[config.mk]
export PLATFORM = sky130hd
export DESIGN_NAME = sfpcs_top
export DESIGN_NICKNAME = d
export VERILOG_FILES = /design/src/verilog/sfpcs_pkg.sv /design/src/verilog/sfpcs_lane_zero.sv /design/src/verilog/sfpcs_vreg_mem.sv /design/src/verilog/sfpcs_top.sv
export SDC_FILE = /design/constraint.sdc
export NUM_CORES = 2
export LEC_CHECK = 0
export BUFFER_PORTS_ARGS = -buffer_cell sky130_fd_sc_hd__buf_2
export CORE_AREA = 2 2 386 388
export DETAILED_ROUTE_END_ITERATION = 7
export DIE_AREA = 0 0 388 390
export GPL_TIMING_DRIVEN = 0
export SYNTH_ARGS = -nofsm -noshare
export SYNTH_HDL_FRONTEND = slang
export SYNTH_SLANG_ARGS = --single-unit
[constraint.sdc]
create_clock -name ref_clk -period 16.5 [get_ports ref_clk]
set_input_delay 3.3 -clock ref_clk [delete_from_list [all_inputs] [get_ports ref_clk]]
set_output_delay 3.3 -clock ref_clk [all_outputs]
set_load 0.1 [all_outputs]
[src/verilog/sfpcs_pkg.sv]
package sfpcs_pkg;
  localparam int CSR_W    = 32;
  localparam int NUM_EXC  = 6;
  localparam int FLAG_LO  = 0;
  localparam int DAZ_BIT  = 6;
  localparam int MASK_LO  = 7;
  localparam int RC_LO    = 13;
  localparam int RC_W     = 2;
  localparam int FZ_BIT   = 15;
  localparam int RSV_LO   = 16;
  localparam int RSV_W    = 16;
  // exception order shared by flags and masks
  localparam int EXC_IE   = 0;
  localparam int EXC_DE   = 1;
  localparam int EXC_ZE   = 2;
  localparam int EXC_OE   = 3;
  localparam int EXC_UE   = 4;
  localparam int EXC_PE   = 5;
  localparam logic [CSR_W-1:0] CSR_RESET   = 32'h0000_1f80;
  localparam logic [CSR_W-1:0] MASK_FULL   = 32'h0000_ffff;
  localparam logic [CSR_W-1:0] DAZ_BIT_VAL = 32'h0000_0040;
  // packed operand layout
  localparam int VEC_W     = 128;
  localparam int LANE_W    = 32;
  localparam int LANES     = 4;
  localparam int SIGN_BIT  = 31;
  localparam int EXP_LO    = 23;
  localparam int EXP_W     = 8;
  localparam int MANT_W    = 23;
  localparam int NUM_VREGS = 8;
  localparam int ALIGN_LSB = 4;
  localparam int ADDR_W    = 32;
  typedef enum logic [1:0] {
    RC_NEAREST = 2'b00,
    RC_DOWN    = 2'b01,
    RC_UP      = 2'b10,
    RC_ZERO    = 2'b11
  } sfpcs_rc_t;
  typedef enum logic [1:0] {
    MK_PACKED    = 2'b00,
    MK_UNALIGNED = 2'b01,
    MK_SCALAR    = 2'b10,
    MK_NONE      = 2'b11
  } sfpcs_mkind_t;
endpackage

[src/verilog/sfpcs_lane_zero.sv]
`timescale 1ns/1ps
module sfpcs_lane_zero
  import sfpcs_pkg::*;
#(
  parameter int N_LANES = LANES
) (
  input  wire logic [N_LANES*LANE_W-1:0] data_in,
  input  wire logic [N_LANES-1:0]        zero_sel,
  output logic      [N_LANES*LANE_W-1:0] data_out,
  output logic      [N_LANES-1:0]        denorm
);
  genvar g;
  generate
    for (g = 0; g < N_LANES; g++) begin : g_lane
      logic [LANE_W-1:0] lane;
      assign lane = data_in[g*LANE_W +: LANE_W];
      // zero exponent with nonzero fraction
      assign denorm[g] = (lane[EXP_LO +: EXP_W] == '0) && (lane[0 +: MANT_W] != '0);
      // signed zero keeps the original sign
      assign data_out[g*LANE_W +: LANE_W] =
        zero_sel[g] ? {lane[SIGN_BIT], {(LANE_W-1){1'b0}}} : lane;
    end
  endgenerate
endmodule // sfpcs_lane_zero

[src/verilog/sfpcs_vreg_mem.sv]
`timescale 1ns/1ps
module sfpcs_vreg_mem
  import sfpcs_pkg::*;
#(
  parameter int DEPTH = NUM_VREGS,
  parameter int WIDTH = VEC_W,
  parameter int IDX_W = $clog2(NUM_VREGS)
) (
  input  wire logic             ref_clk,
  input  wire logic             reset,
  input  wire logic             clk_en,
  input  wire logic             wr_en,
  input  wire logic [IDX_W-1:0] wr_idx,
  input  wire logic [WIDTH-1:0] wr_data,
  input  wire logic             rd_en,
  input  wire logic [IDX_W-1:0] rd_idx,
  output logic      [WIDTH-1:0] rd_data
);
  logic [WIDTH-1:0] mem [DEPTH];
  logic [WIDTH-1:0] next_rd_data;

  always_comb begin
    next_rd_data = rd_en ? mem[rd_idx] : rd_data;
  end

  always_ff @(posedge ref_clk) begin
    if (clk_en && wr_en) begin
      mem[wr_idx] <= wr_data;
    end
  end

  always_ff @(posedge ref_clk) begin
    if (reset) begin
      rd_data <= '0;
    end else if (clk_en) begin
      rd_data <= next_rd_data;
    end
  end
endmodule // sfpcs_vreg_mem

[src/verilog/sfpcs_top.sv]
// What this block does
// six low flags stay set until cleared
// flags clear only by load or restore
// six mask bits, set means masked
// reset sets all six mask bits
// write alone never raises an exception
// bits 13-14 select result rounding
// flush-to-zero gives signed zero on underflow
// flush case sets precision and underflow flags
// unmasked underflow ignores flush-to-zero
// reset clears flush-to-zero
// denormals-are-zero zeroes denormal sources, sign kept
// denormals-are-zero suppresses denormal flag and exception
// reset clears denormals-are-zero
// unsupported bit 6 write faults; mask reported
// packed operand is four 32-bit singles
// packed memory operands need 16-byte alignment
// one state shared by all generations
// vector registers independent of legacy registers
// full-state save and restore include this state
// bits 16-31 read zero; nonzero write faults
// flags and masks share one exception order
// rounding 00 nearest, 01 down, 10 up, 11 zero
`timescale 1ns/1ps
module sfpcs_top
  import sfpcs_pkg::*;
#(
  parameter bit DAZ_SUPPORTED = 1'b1,
  parameter int N_VREGS       = NUM_VREGS,
  parameter int VIDX_W        = $clog2(NUM_VREGS)
) (
  input  wire logic                 ref_clk,
  input  wire logic                 reset,
  input  wire logic                 clk_en,
  input  wire logic                 ld_valid,
  input  wire logic [CSR_W-1:0]     ld_data,
  input  wire logic                 rstor_valid,
  input  wire logic [CSR_W-1:0]     rstor_data,
  input  wire logic                 save_req,
  input  wire logic                 op_valid,
  input  wire logic [NUM_EXC-1:0]   op_detect,
  input  wire logic [VEC_W-1:0]     op_src,
  input  wire logic [VEC_W-1:0]     op_res,
  input  wire logic [LANES-1:0]     op_res_uflow,
  input  wire logic                 mem_valid,
  input  wire logic [ADDR_W-1:0]    mem_addr,
  input  wire sfpcs_mkind_t         mem_kind,
  input  wire logic                 vreg_wr_en,
  input  wire logic [VIDX_W-1:0]    vreg_wr_idx,
  input  wire logic [VEC_W-1:0]     vreg_wr_data,
  input  wire logic                 vreg_rd_en,
  input  wire logic [VIDX_W-1:0]    vreg_rd_idx,
  output logic      [CSR_W-1:0]     simd_fp_control_status_reg,
  output sfpcs_rc_t                 rounding_control_field,
  output logic                      save_valid,
  output logic      [CSR_W-1:0]     save_csr,
  output logic      [CSR_W-1:0]     supported_bits_mask,
  output logic                      general_protection_fault,
  output logic                      simd_fp_exception,
  output logic                      op_done,
  output logic      [VEC_W-1:0]     op_src_cond,
  output logic      [VEC_W-1:0]     op_res_cond,
  output logic      [VEC_W-1:0]     vreg_rd_data
);
  logic [CSR_W-1:0]   csr;
  logic [CSR_W-1:0]   next_csr;
  logic [CSR_W-1:0]   supp_mask;
  logic               wr_any;
  logic [CSR_W-1:0]   wr_val;
  logic               wr_bad;
  logic               wr_ok;
  logic               mem_bad;
  logic               denormals_are_zero_bit;
  logic               fz;
  logic               um;
  logic [NUM_EXC-1:0] masks;
  logic [NUM_EXC-1:0] det;
  logic [NUM_EXC-1:0] op_set;
  logic               ftz;
  logic               raise;
  logic [LANES-1:0]   src_denorm;
  logic [LANES-1:0]   src_sel;
  logic [LANES-1:0]   res_sel;
  logic [VEC_W-1:0]   src_zeroed;
  logic [VEC_W-1:0]   res_zeroed;
  logic               next_save_valid;
  logic [CSR_W-1:0]   next_save_csr;
  logic               next_gpf;
  logic               next_exc;
  logic               next_op_done;
  logic [VEC_W-1:0]   next_src_cond;
  logic [VEC_W-1:0]   next_res_cond;

  // supported bits, reported on supported_bits_mask every enabled cycle
  always_comb begin
    supp_mask = MASK_FULL;
    if (!DAZ_SUPPORTED) begin
      supp_mask = MASK_FULL & ~DAZ_BIT_VAL;
    end
  end

  // control word load and full-state restore decode
  always_comb begin
    wr_any  = ld_valid | rstor_valid;
    wr_val  = rstor_valid ? rstor_data : ld_data;
    wr_bad  = wr_any && ((wr_val & ~supp_mask) != '0);
    wr_ok   = wr_any && !wr_bad;
    mem_bad = mem_valid && (mem_kind == MK_PACKED) &&
              (mem_addr[ALIGN_LSB-1:0] != '0);
  end

  // mode bits steering the datapath
  always_comb begin
    denormals_are_zero_bit   = csr[DAZ_BIT];
    fz    = csr[FZ_BIT];
    masks = csr[MASK_LO +: NUM_EXC];
    um    = masks[EXC_UE];
  end

  sfpcs_lane_zero #(
    .N_LANES (LANES)
  ) u_src_zero (
    .data_in  (op_src),
    .zero_sel (src_sel),
    .data_out (src_zeroed),
    .denorm   (src_denorm)
  );

  sfpcs_lane_zero #(
    .N_LANES (LANES)
  ) u_res_zero (
    .data_in  (op_res),
    .zero_sel (res_sel),
    .data_out (res_zeroed),
    .denorm   ()
  );

  // exception detection for one operation
  always_comb begin
    src_sel = {LANES{denormals_are_zero_bit}} & src_denorm;
    det     = op_detect;
    det[EXC_DE] = op_detect[EXC_DE] | (|src_denorm);
    if (denormals_are_zero_bit) begin
      det[EXC_DE] = 1'b0;
    end
    ftz = fz && um && op_detect[EXC_UE];
    if (ftz) begin
      det[EXC_PE] = 1'b1;
      det[EXC_UE] = 1'b1;
    end
    res_sel = {LANES{op_valid && ftz}} & op_res_uflow;
    op_set  = op_valid ? det : '0;
    raise   = op_valid && ((det & ~masks) != '0);
  end

  // register update: hardware set wins over a software clear
  always_comb begin
    next_csr = csr;
    if (wr_ok) begin
      next_csr = wr_val;
    end
    next_csr[FLAG_LO +: NUM_EXC] = next_csr[FLAG_LO +: NUM_EXC] | op_set;
    next_csr[RSV_LO +: RSV_W]    = '0;
  end

  always_comb begin
    next_save_valid = save_req;
    next_save_csr   = save_req ? csr : save_csr;
    next_gpf        = wr_bad || mem_bad;
    next_exc        = raise;
    next_op_done    = op_valid;
    next_src_cond   = op_valid ? src_zeroed : op_src_cond;
    next_res_cond   = op_valid ? res_zeroed : op_res_cond;
  end

  always_ff @(posedge ref_clk) begin
    if (reset) begin
      csr <= CSR_RESET;
    end else if (clk_en) begin
      csr <= next_csr;
    end
  end

  always_ff @(posedge ref_clk) begin
    if (reset) begin
      simd_fp_control_status_reg <= CSR_RESET;
      rounding_control_field     <= RC_NEAREST;
      supported_bits_mask        <= '0;
    end else if (clk_en) begin
      simd_fp_control_status_reg <= next_csr;
      rounding_control_field     <= sfpcs_rc_t'(next_csr[RC_LO +: RC_W]);
      supported_bits_mask        <= supp_mask;
    end
  end

  always_ff @(posedge ref_clk) begin
    if (reset) begin
      save_valid               <= 1'b0;
      save_csr                 <= '0;
      general_protection_fault <= 1'b0;
      simd_fp_exception        <= 1'b0;
      op_done                  <= 1'b0;
      op_src_cond              <= '0;
      op_res_cond              <= '0;
    end else if (clk_en) begin
      save_valid               <= next_save_valid;
      save_csr                 <= next_save_csr;
      general_protection_fault <= next_gpf;
      simd_fp_exception        <= next_exc;
      op_done                  <= next_op_done;
      op_src_cond              <= next_src_cond;
      op_res_cond              <= next_res_cond;
    end
  end

  // vector registers, private to this unit
  sfpcs_vreg_mem #(
    .DEPTH (N_VREGS),
    .WIDTH (VEC_W),
    .IDX_W (VIDX_W)
  ) u_vregs (
    .ref_clk (ref_clk),
    .reset   (reset),
    .clk_en  (clk_en),
    .wr_en   (vreg_wr_en),
    .wr_idx  (vreg_wr_idx),
    .wr_data (vreg_wr_data),
    .rd_en   (vreg_rd_en),
    .rd_idx  (vreg_rd_idx),
    .rd_data (vreg_rd_data)
  );

  // checks
  chk_flag_sticky:
  assert property (@(posedge ref_clk) disable iff (reset)
    (clk_en && !wr_any) |=>
      ((csr[FLAG_LO +: NUM_EXC] & $past(csr[FLAG_LO +: NUM_EXC]))
        == $past(csr[FLAG_LO +: NUM_EXC])))
  else $error("flag dropped without a write");

  chk_flag_clear_src:
  assert property (@(posedge ref_clk) disable iff (reset)
    (clk_en && wr_ok && !op_valid) |=>
      (csr[FLAG_LO +: NUM_EXC] == $past(wr_val[FLAG_LO +: NUM_EXC])))
  else $error("flags not loaded from write data");

  chk_mask_reset:
  assert property (@(posedge ref_clk)
    reset |=> (csr[MASK_LO +: NUM_EXC] == '1) && !csr[FZ_BIT] && !csr[DAZ_BIT])
  else $error("reset value of masks or modes wrong");

  chk_no_raise_wr:
  assert property (@(posedge ref_clk) disable iff (reset)
    (clk_en && wr_any && !op_valid) |=> !simd_fp_exception)
  else $error("exception raised by a register write");

  chk_raise_unmask:
  assert property (@(posedge ref_clk) disable iff (reset)
    (clk_en && op_valid && op_detect[EXC_ZE] && !masks[EXC_ZE])
      |=> simd_fp_exception)
  else $error("unmasked exception not raised");

  chk_ftz_flags:
  assert property (@(posedge ref_clk) disable iff (reset)
    (clk_en && op_valid && fz && um && op_detect[EXC_UE])
      |=> csr[EXC_PE] && csr[EXC_UE] && op_done)
  else $error("flush case flags missing");

  chk_ftz_zero:
  assert property (@(posedge ref_clk) disable iff (reset)
    (clk_en && op_valid && fz && um && op_detect[EXC_UE] && op_res_uflow[0])
      |=> (op_res_cond[LANE_W-2:0] == '0) &&
          (op_res_cond[SIGN_BIT] == $past(op_res[SIGN_BIT])))
  else $error("flushed lane not signed zero");

  chk_ftz_ignored:
  assert property (@(posedge ref_clk) disable iff (reset)
    (clk_en && op_valid && !um && op_detect[EXC_UE])
      |=> simd_fp_exception && (op_res_cond == $past(op_res)))
  else $error("unmasked underflow flushed");

  chk_daz_no_de:
  assert property (@(posedge ref_clk) disable iff (reset)
    (clk_en && op_valid && denormals_are_zero_bit && !wr_any && !csr[EXC_DE])
      |=> !csr[EXC_DE])
  else $error("denormal flag set under denormals-are-zero");

  chk_rsv_zero:
  assert property (@(posedge ref_clk) disable iff (reset)
    (csr[RSV_LO +: RSV_W] == '0) ##1 (simd_fp_control_status_reg == csr))
  else $error("reserved bits nonzero or copy stale");

  chk_gp_hold:
  assert property (@(posedge ref_clk) disable iff (reset)
    (clk_en && wr_bad && !op_valid) |=>
      general_protection_fault && (csr == $past(csr)))
  else $error("faulting write not refused");

  chk_align:
  assert property (@(posedge ref_clk) disable iff (reset)
    (clk_en && mem_valid && (mem_kind == MK_PACKED) && (mem_addr[ALIGN_LSB-1:0] != '0))
      |=> general_protection_fault)
  else $error("misaligned packed access not faulted");

  chk_rc_follow:
  assert property (@(posedge ref_clk) disable iff (reset)
    (clk_en && wr_ok) |=>
      (rounding_control_field == $past(wr_val[RC_LO +: RC_W])))
  else $error("rounding field not following write");
  chk_save_old:
  assert property (@(posedge ref_clk) disable iff (reset)
    (clk_en && save_req) |=> save_valid && (save_csr == $past(csr)))
  else $error("save did not capture register");
  chk_daz_zero:
  assert property (@(posedge ref_clk) disable iff (reset)
    (clk_en && op_valid && denormals_are_zero_bit && src_denorm[0])
      |=> (op_src_cond[LANE_W-2:0] == '0) &&
          (op_src_cond[SIGN_BIT] == $past(op_src[SIGN_BIT])))
  else $error("denormal source lane not signed zero");
  chk_rsv_write:
  assert property (@(posedge ref_clk) disable iff (reset)
    (clk_en && wr_any && (wr_val[RSV_LO +: RSV_W] != '0)) |=> general_protection_fault)
  else $error("reserved bit write not faulted");
  chk_rc_copy:
  assert property (@(posedge ref_clk) disable iff (reset)
    rounding_control_field == simd_fp_control_status_reg[RC_LO +: RC_W])
  else $error("rounding field differs from register");
  chk_src_pass:
  assert property (@(posedge ref_clk) disable iff (reset)
    (clk_en && op_valid && !denormals_are_zero_bit) |=> (op_src_cond == $past(op_src)))
  else $error("source operand altered without denormals-are-zero");
  chk_op_pulse:
  assert property (@(posedge ref_clk) disable iff (reset)
    (clk_en && !op_valid) |=> !op_done && !simd_fp_exception)
  else $error("op pulse without an op");
  chk_supp_mask:
  assert property (@(posedge ref_clk) disable iff (reset)
    clk_en |=> (supported_bits_mask == (DAZ_SUPPORTED ? MASK_FULL : (MASK_FULL & ~DAZ_BIT_VAL))))
  else $error("supported bits mask wrong");
  chk_vreg_quiet:
  assert property (@(posedge ref_clk) disable iff (reset)
    (clk_en && !vreg_rd_en) |=> (vreg_rd_data == $past(vreg_rd_data)))
  else $error("vector read data changed without a read");
endmodule // sfpcs_top

# Yosys cells after proc, flatten, opt, wreduce, memory -nomap -nowiden
# Memory sizes are Yosys's and may differ from the RTL's. A register that Yosys moved wholly into a read port is not among the register bits.
# Cells that the tools add are included.
# word_totals
n_memories	1
output_inout_bits	486
in_bits	508
reg_bits	295
mem_bits_rw	1024
# op_classes
reduce_logical	32
bitwise_logic	7
n_mux	15
# mem_list
name	words	width	rd	rd_clocked_by_memory_dff	write_ports	line	source
u_vregs.mem	8	128	1	1	1	sfpcs_vreg_mem.sv:19	logic [WIDTH-1:0] mem [DEPTH];
# ops
cell	count
two-way mux 31 bit	8
nonzero test 23 bit	4
zero test 8 bit	4
two-way mux 32 bit	1
nonzero test 32 bit	1
two-way mux 16 bit	1
logical AND 1 bit	13
AND 4 bit	2
AND reduction 2 bit	4
AND 6 bit	1
two-way mux 6 bit	1
inverter 6 bit	1
OR 6 bit	1
nonzero test 6 bit	1
nonzero test 4 bit	1
OR reduction 4 bit	1
two-way mux 1 bit	3
zero test 2 bit	1
two-way mux 2 bit	1
OR 1 bit	2
zero test 1 bit	1
logical OR 1 bit	1

# Depth between registers and ports, before layout
# depth
ltp_word	8
mapped_depth	7
mapped_depth_nobuf	5

# Cells and area by module
# Synthesis repeated with hierarchy kept, for this count alone.
# hier_totals
hier_cells	4232
area_unflattened_um2	57332.5
# by_module_without_submodules
mod	seq_area_each_um2	area_each_um2	instances	cells_each
sfpcs_vreg_mem	33311.9	44023.5	1	2478
sfpcs_top	5865.6	11016.8	1	1386
sfpcs_lane_zero	0.0	1146.1	2	184

# Worst setup path after synthesis
# OpenSTA, ideal clock, no wires.
# synth_timing
path_type	input to register
from	in clk_en
to	mem u_vregs.mem[3][0] (netlist name), enable pin
t_arrival_ns	12.891
slack_ns	2.835
required_ns	15.726
stages	5
cell_sequence	buf_2 > clkbuf_1 > clkbuf_1 > nand2_1 > nor3_1
# synth_between
elab_chain_len	3
# synth_rtl
element	line	source
from (decl)	sfpcs_top.sv:34	input wire logic clk_en,
logical AND 1 bit	sfpcs_vreg_mem.sv:27	if (clk_en && wr_en) begin
two-way mux 1 bit	sfpcs_vreg_mem.sv:27	
two-way mux 1 bit (not written as such)	sfpcs_vreg_mem.sv:28	mem[wr_idx] <= wr_data;
to (decl)	sfpcs_vreg_mem.sv:19	
# No other way between the ends.

# Worst setup path after layout
# layout_timing
from	in clk_en
to	mem u_vregs.mem[3][32] (netlist name), enable pin
# Same word-level chain as after synthesis.

==> impl_metrics.env <==
export IMPL_hp_start="save_csr[5]"
export IMPL_ir_drop_v=0.0000936
export IMPL_die_h_microns=390
export IMPL_ios=994
export IMPL_std_cell_rows=141
export IMPL_drt_iter0_markers=2401
export IMPL_rsz0062_at_grt="false"
export IMPL_setup_ws_ps=9180
export IMPL_nFillCells=12900
export IMPL_seq_area_frac_synth_pct=73.7
export IMPL_hold_viol_final=0
export IMPL_htree_levels=4
export IMPL_setup_viol=0
export IMPL_die_x_microns=388
export IMPL_yosys_top_cells_count="edfxtp_1 (1024), dfxtp_1 (421), nor2_1 (270)"
export IMPL_worst_pin_slew_ps=1330
export IMPL_avgSynthCellArea_sq_um=17.5
export IMPL_hold_depth=2
export IMPL_io_buffers=912
export IMPL_track_usage_pct=23.7
export IMPL_whs_ps=456
export IMPL_largest_reg_flops=1024
export IMPL_grt_max_degree=25
export IMPL_fin_nets=4736
export IMPL_grt_ovfl_total=0
export IMPL_clkLatencyLatePin_ps=780
export IMPL_post_place_ws_ps=8140
export IMPL_drcViolationCount=0
export IMPL_numCtsBuffers=153
export IMPL_r2r_cells=5
export IMPL_avgRoutedWirePerCell_microns=29.2
export IMPL_skew_ps=32.8
export IMPL_reg2reg_slack_ps=14010
export IMPL_top_register="u_vregs.mem"
export IMPL_ys_flop_type="edfxtp_1"
export IMPL_r2r_end="op_res_cond[104]"
export IMPL_yosysWarnings=0
export IMPL_drtPass1Iterations=5
export IMPL_synth_cell_types=45
export IMPL_cp_arrival_ps=7800
export IMPL_clockBufferDepth=3
export IMPL_synth_top_area_cell="edfxtp_1"
export IMPL_cts_sinks=1445
export IMPL_fmax_mhz=137
export IMPL_synth_area_leaders="edfxtp_1 (58%), dfxtp_1 (16%), mux4_2 (11%), mux2i_1 (2.5%), nor2_1 (1.9%)"
export IMPL_synth_enable_flop_cells=1024
export IMPL_synthArstFlopShare_pct=0
export IMPL_min_to="save_csr[5]"
export IMPL_post_route_util_pct=45.5
export IMPL_routed_wl_microns=184000
export IMPL_grt_pass1_vias=32000
export IMPL_fin_crit_sh_pct=44.4
export IMPL_setup_tns_ps=0
export IMPL_dp_hpwl_microns=138000
export IMPL_outcome="finished, final reports clean"
export IMPL_syn_inst=3046
export IMPL_maxSlewHeadroom_pct=11.6
export IMPL_cts_root_buf="clkbuf_16"
export IMPL_worst_setup_path_end_kind="flop"
export IMPL_required_ps=16980
export IMPL_cts_tree="yes"
export IMPL_post_cts_buffers=0
export IMPL_antenna_found_initial=79
export IMPL_postCtsHoldBufs=0
export IMPL_synth_top_area_share_pct=57.8
export IMPL_start_util_pct=36.1
export IMPL_design_area_sq_mm=0.0670
export IMPL_cp_max_fo=10
export IMPL_synth_area_sq_mm=0.0532
export IMPL_areaGrowthSynthToFinish_pct=25.9
export IMPL_hp_class="reg2reg"
export IMPL_drive_gt1_share_pct=37.8
export IMPL_vias=33000
export IMPL_ys_ff_latch=1445
export IMPL_placed_area_sq_mm=0.0615
export IMPL_grt_pass1_wl_microns=252000
export IMPL_cts_resized=0
export IMPL_globalplace_congestion=0.944
export IMPL_drtAntennaViolNets=0
export IMPL_r2r_start="simd_fp_control_status_reg[15]"
export IMPL_leakage_uw=0.0250
export IMPL_drv_cap=0
export IMPL_yosys_cell_count_top_type="edfxtp_1"
export IMPL_detail_route_vias_per_cell=5.22
export IMPL_cp_start_kind="primary input"
export IMPL_post_route_min_period_ps=7320
export IMPL_slew_viol_final=0
export IMPL_power_per_cell_area_mw_per_mm2=129
export IMPL_critPathKind="in2reg"
export IMPL_cts_clk_slew_worst_paths_ps=60
export IMPL_core_area_sq_mm=0.147
export IMPL_die_area_sq_mm=0.151
worst max-delay path, stage by stage:
cell	delay, ps
buf_2	200
clkbuf_2	540
clkbuf_1	990
nand2_1	510
nor3_2	670
buf_6	230
buf_6	150
buf_6	170
buf_6	180
buf_4	230
buf_8	170
buf_6	180
buf_6	180
kinds of logic after synthesis:
kind of cell	count (synthesis)	share of synthesized area (%)
other cells	1	0.00705
flops	1445	73.7
compound gates	459	6.47
simple gates	476	3.75
mux	391	13.4
buf+inv	274	2.72
power breakdown:
group / internal, uW / switching (uW)
registers: 3990 / 48.2
clock network: 2130 / 1480
logic: 237 / 778
per-stage QoR:
step | instances | power [uW]
after floorplan | 3093 | 4820
after global placement | 5935 | 5130
after detailed placement | 6003 | 5130
after CTS | 6287 | 8730
after global routing | 6302 | 8910
final | 6322 | 8660
cell usage in the layout (no fill, tap or decap), drive strengths merged, types with 19 or more instances in the layout:
master | synthesis | layout
buf | 161 | 1141
edfxtp | 1024 | 1024
dfxtp | 421 | 421
clkbuf | 106 | 310
nor2 | 270 | 270
mux4 | 256 | 256
a211oi | 132 | 132
mux2i | 131 | 131
nand2 | 124 | 124
a22oi | 124 | 124
a22o | 92 | 92
a21oi | 72 | 72
clkinv | 1 | 53
conb | 1 | 48
diode | 0 | 35
nor4 | 33 | 33
bufinv | 0 | 19
how the worst max path moves through the flow:
stage	start	endpoint	slack (ps)	cells past startpoint
after CTS	clk_en	u_vregs.mem[3][32]	8990	13
after floorplan	clk_en	u_vregs.mem[3][0]	2840	5
after global placement	clk_en	u_vregs.mem[3][29]	-8920	5
final	clk_en	u_vregs.mem[3][32]	9180	13
after detailed placement	clk_en	u_vregs.mem[3][32]	8140	13
after global routing	clk_en	u_vregs.mem[3][32]	8940	13
per-layer routing:
layer  up-vias  part of all wire [%]  GRT usage (%)
met5         -                  0.22              0
met1     16900                    37           27.7
li1      14400                     -              -
met3       359                   7.8           6.89
met4        60                   3.7           7.70
met2      1272                    51           41.9
area by class of cell:
cell class              instances  area, sq um  area share (%)
flip-flops and latches       1445        39200            58.5
multi-input cells            1374        12800            19.1
repair buffers                980         5690            8.49
clock buffers                 204         4250            6.35
well taps                    1930         2410            3.61
plain buffers                 267         1430            2.13
clock inverters                80         1100            1.64
diodes                         35         87.6           0.131
inverters                       7         26.3          0.0392
Note: power is estimated with default switching activity, not from simulation.
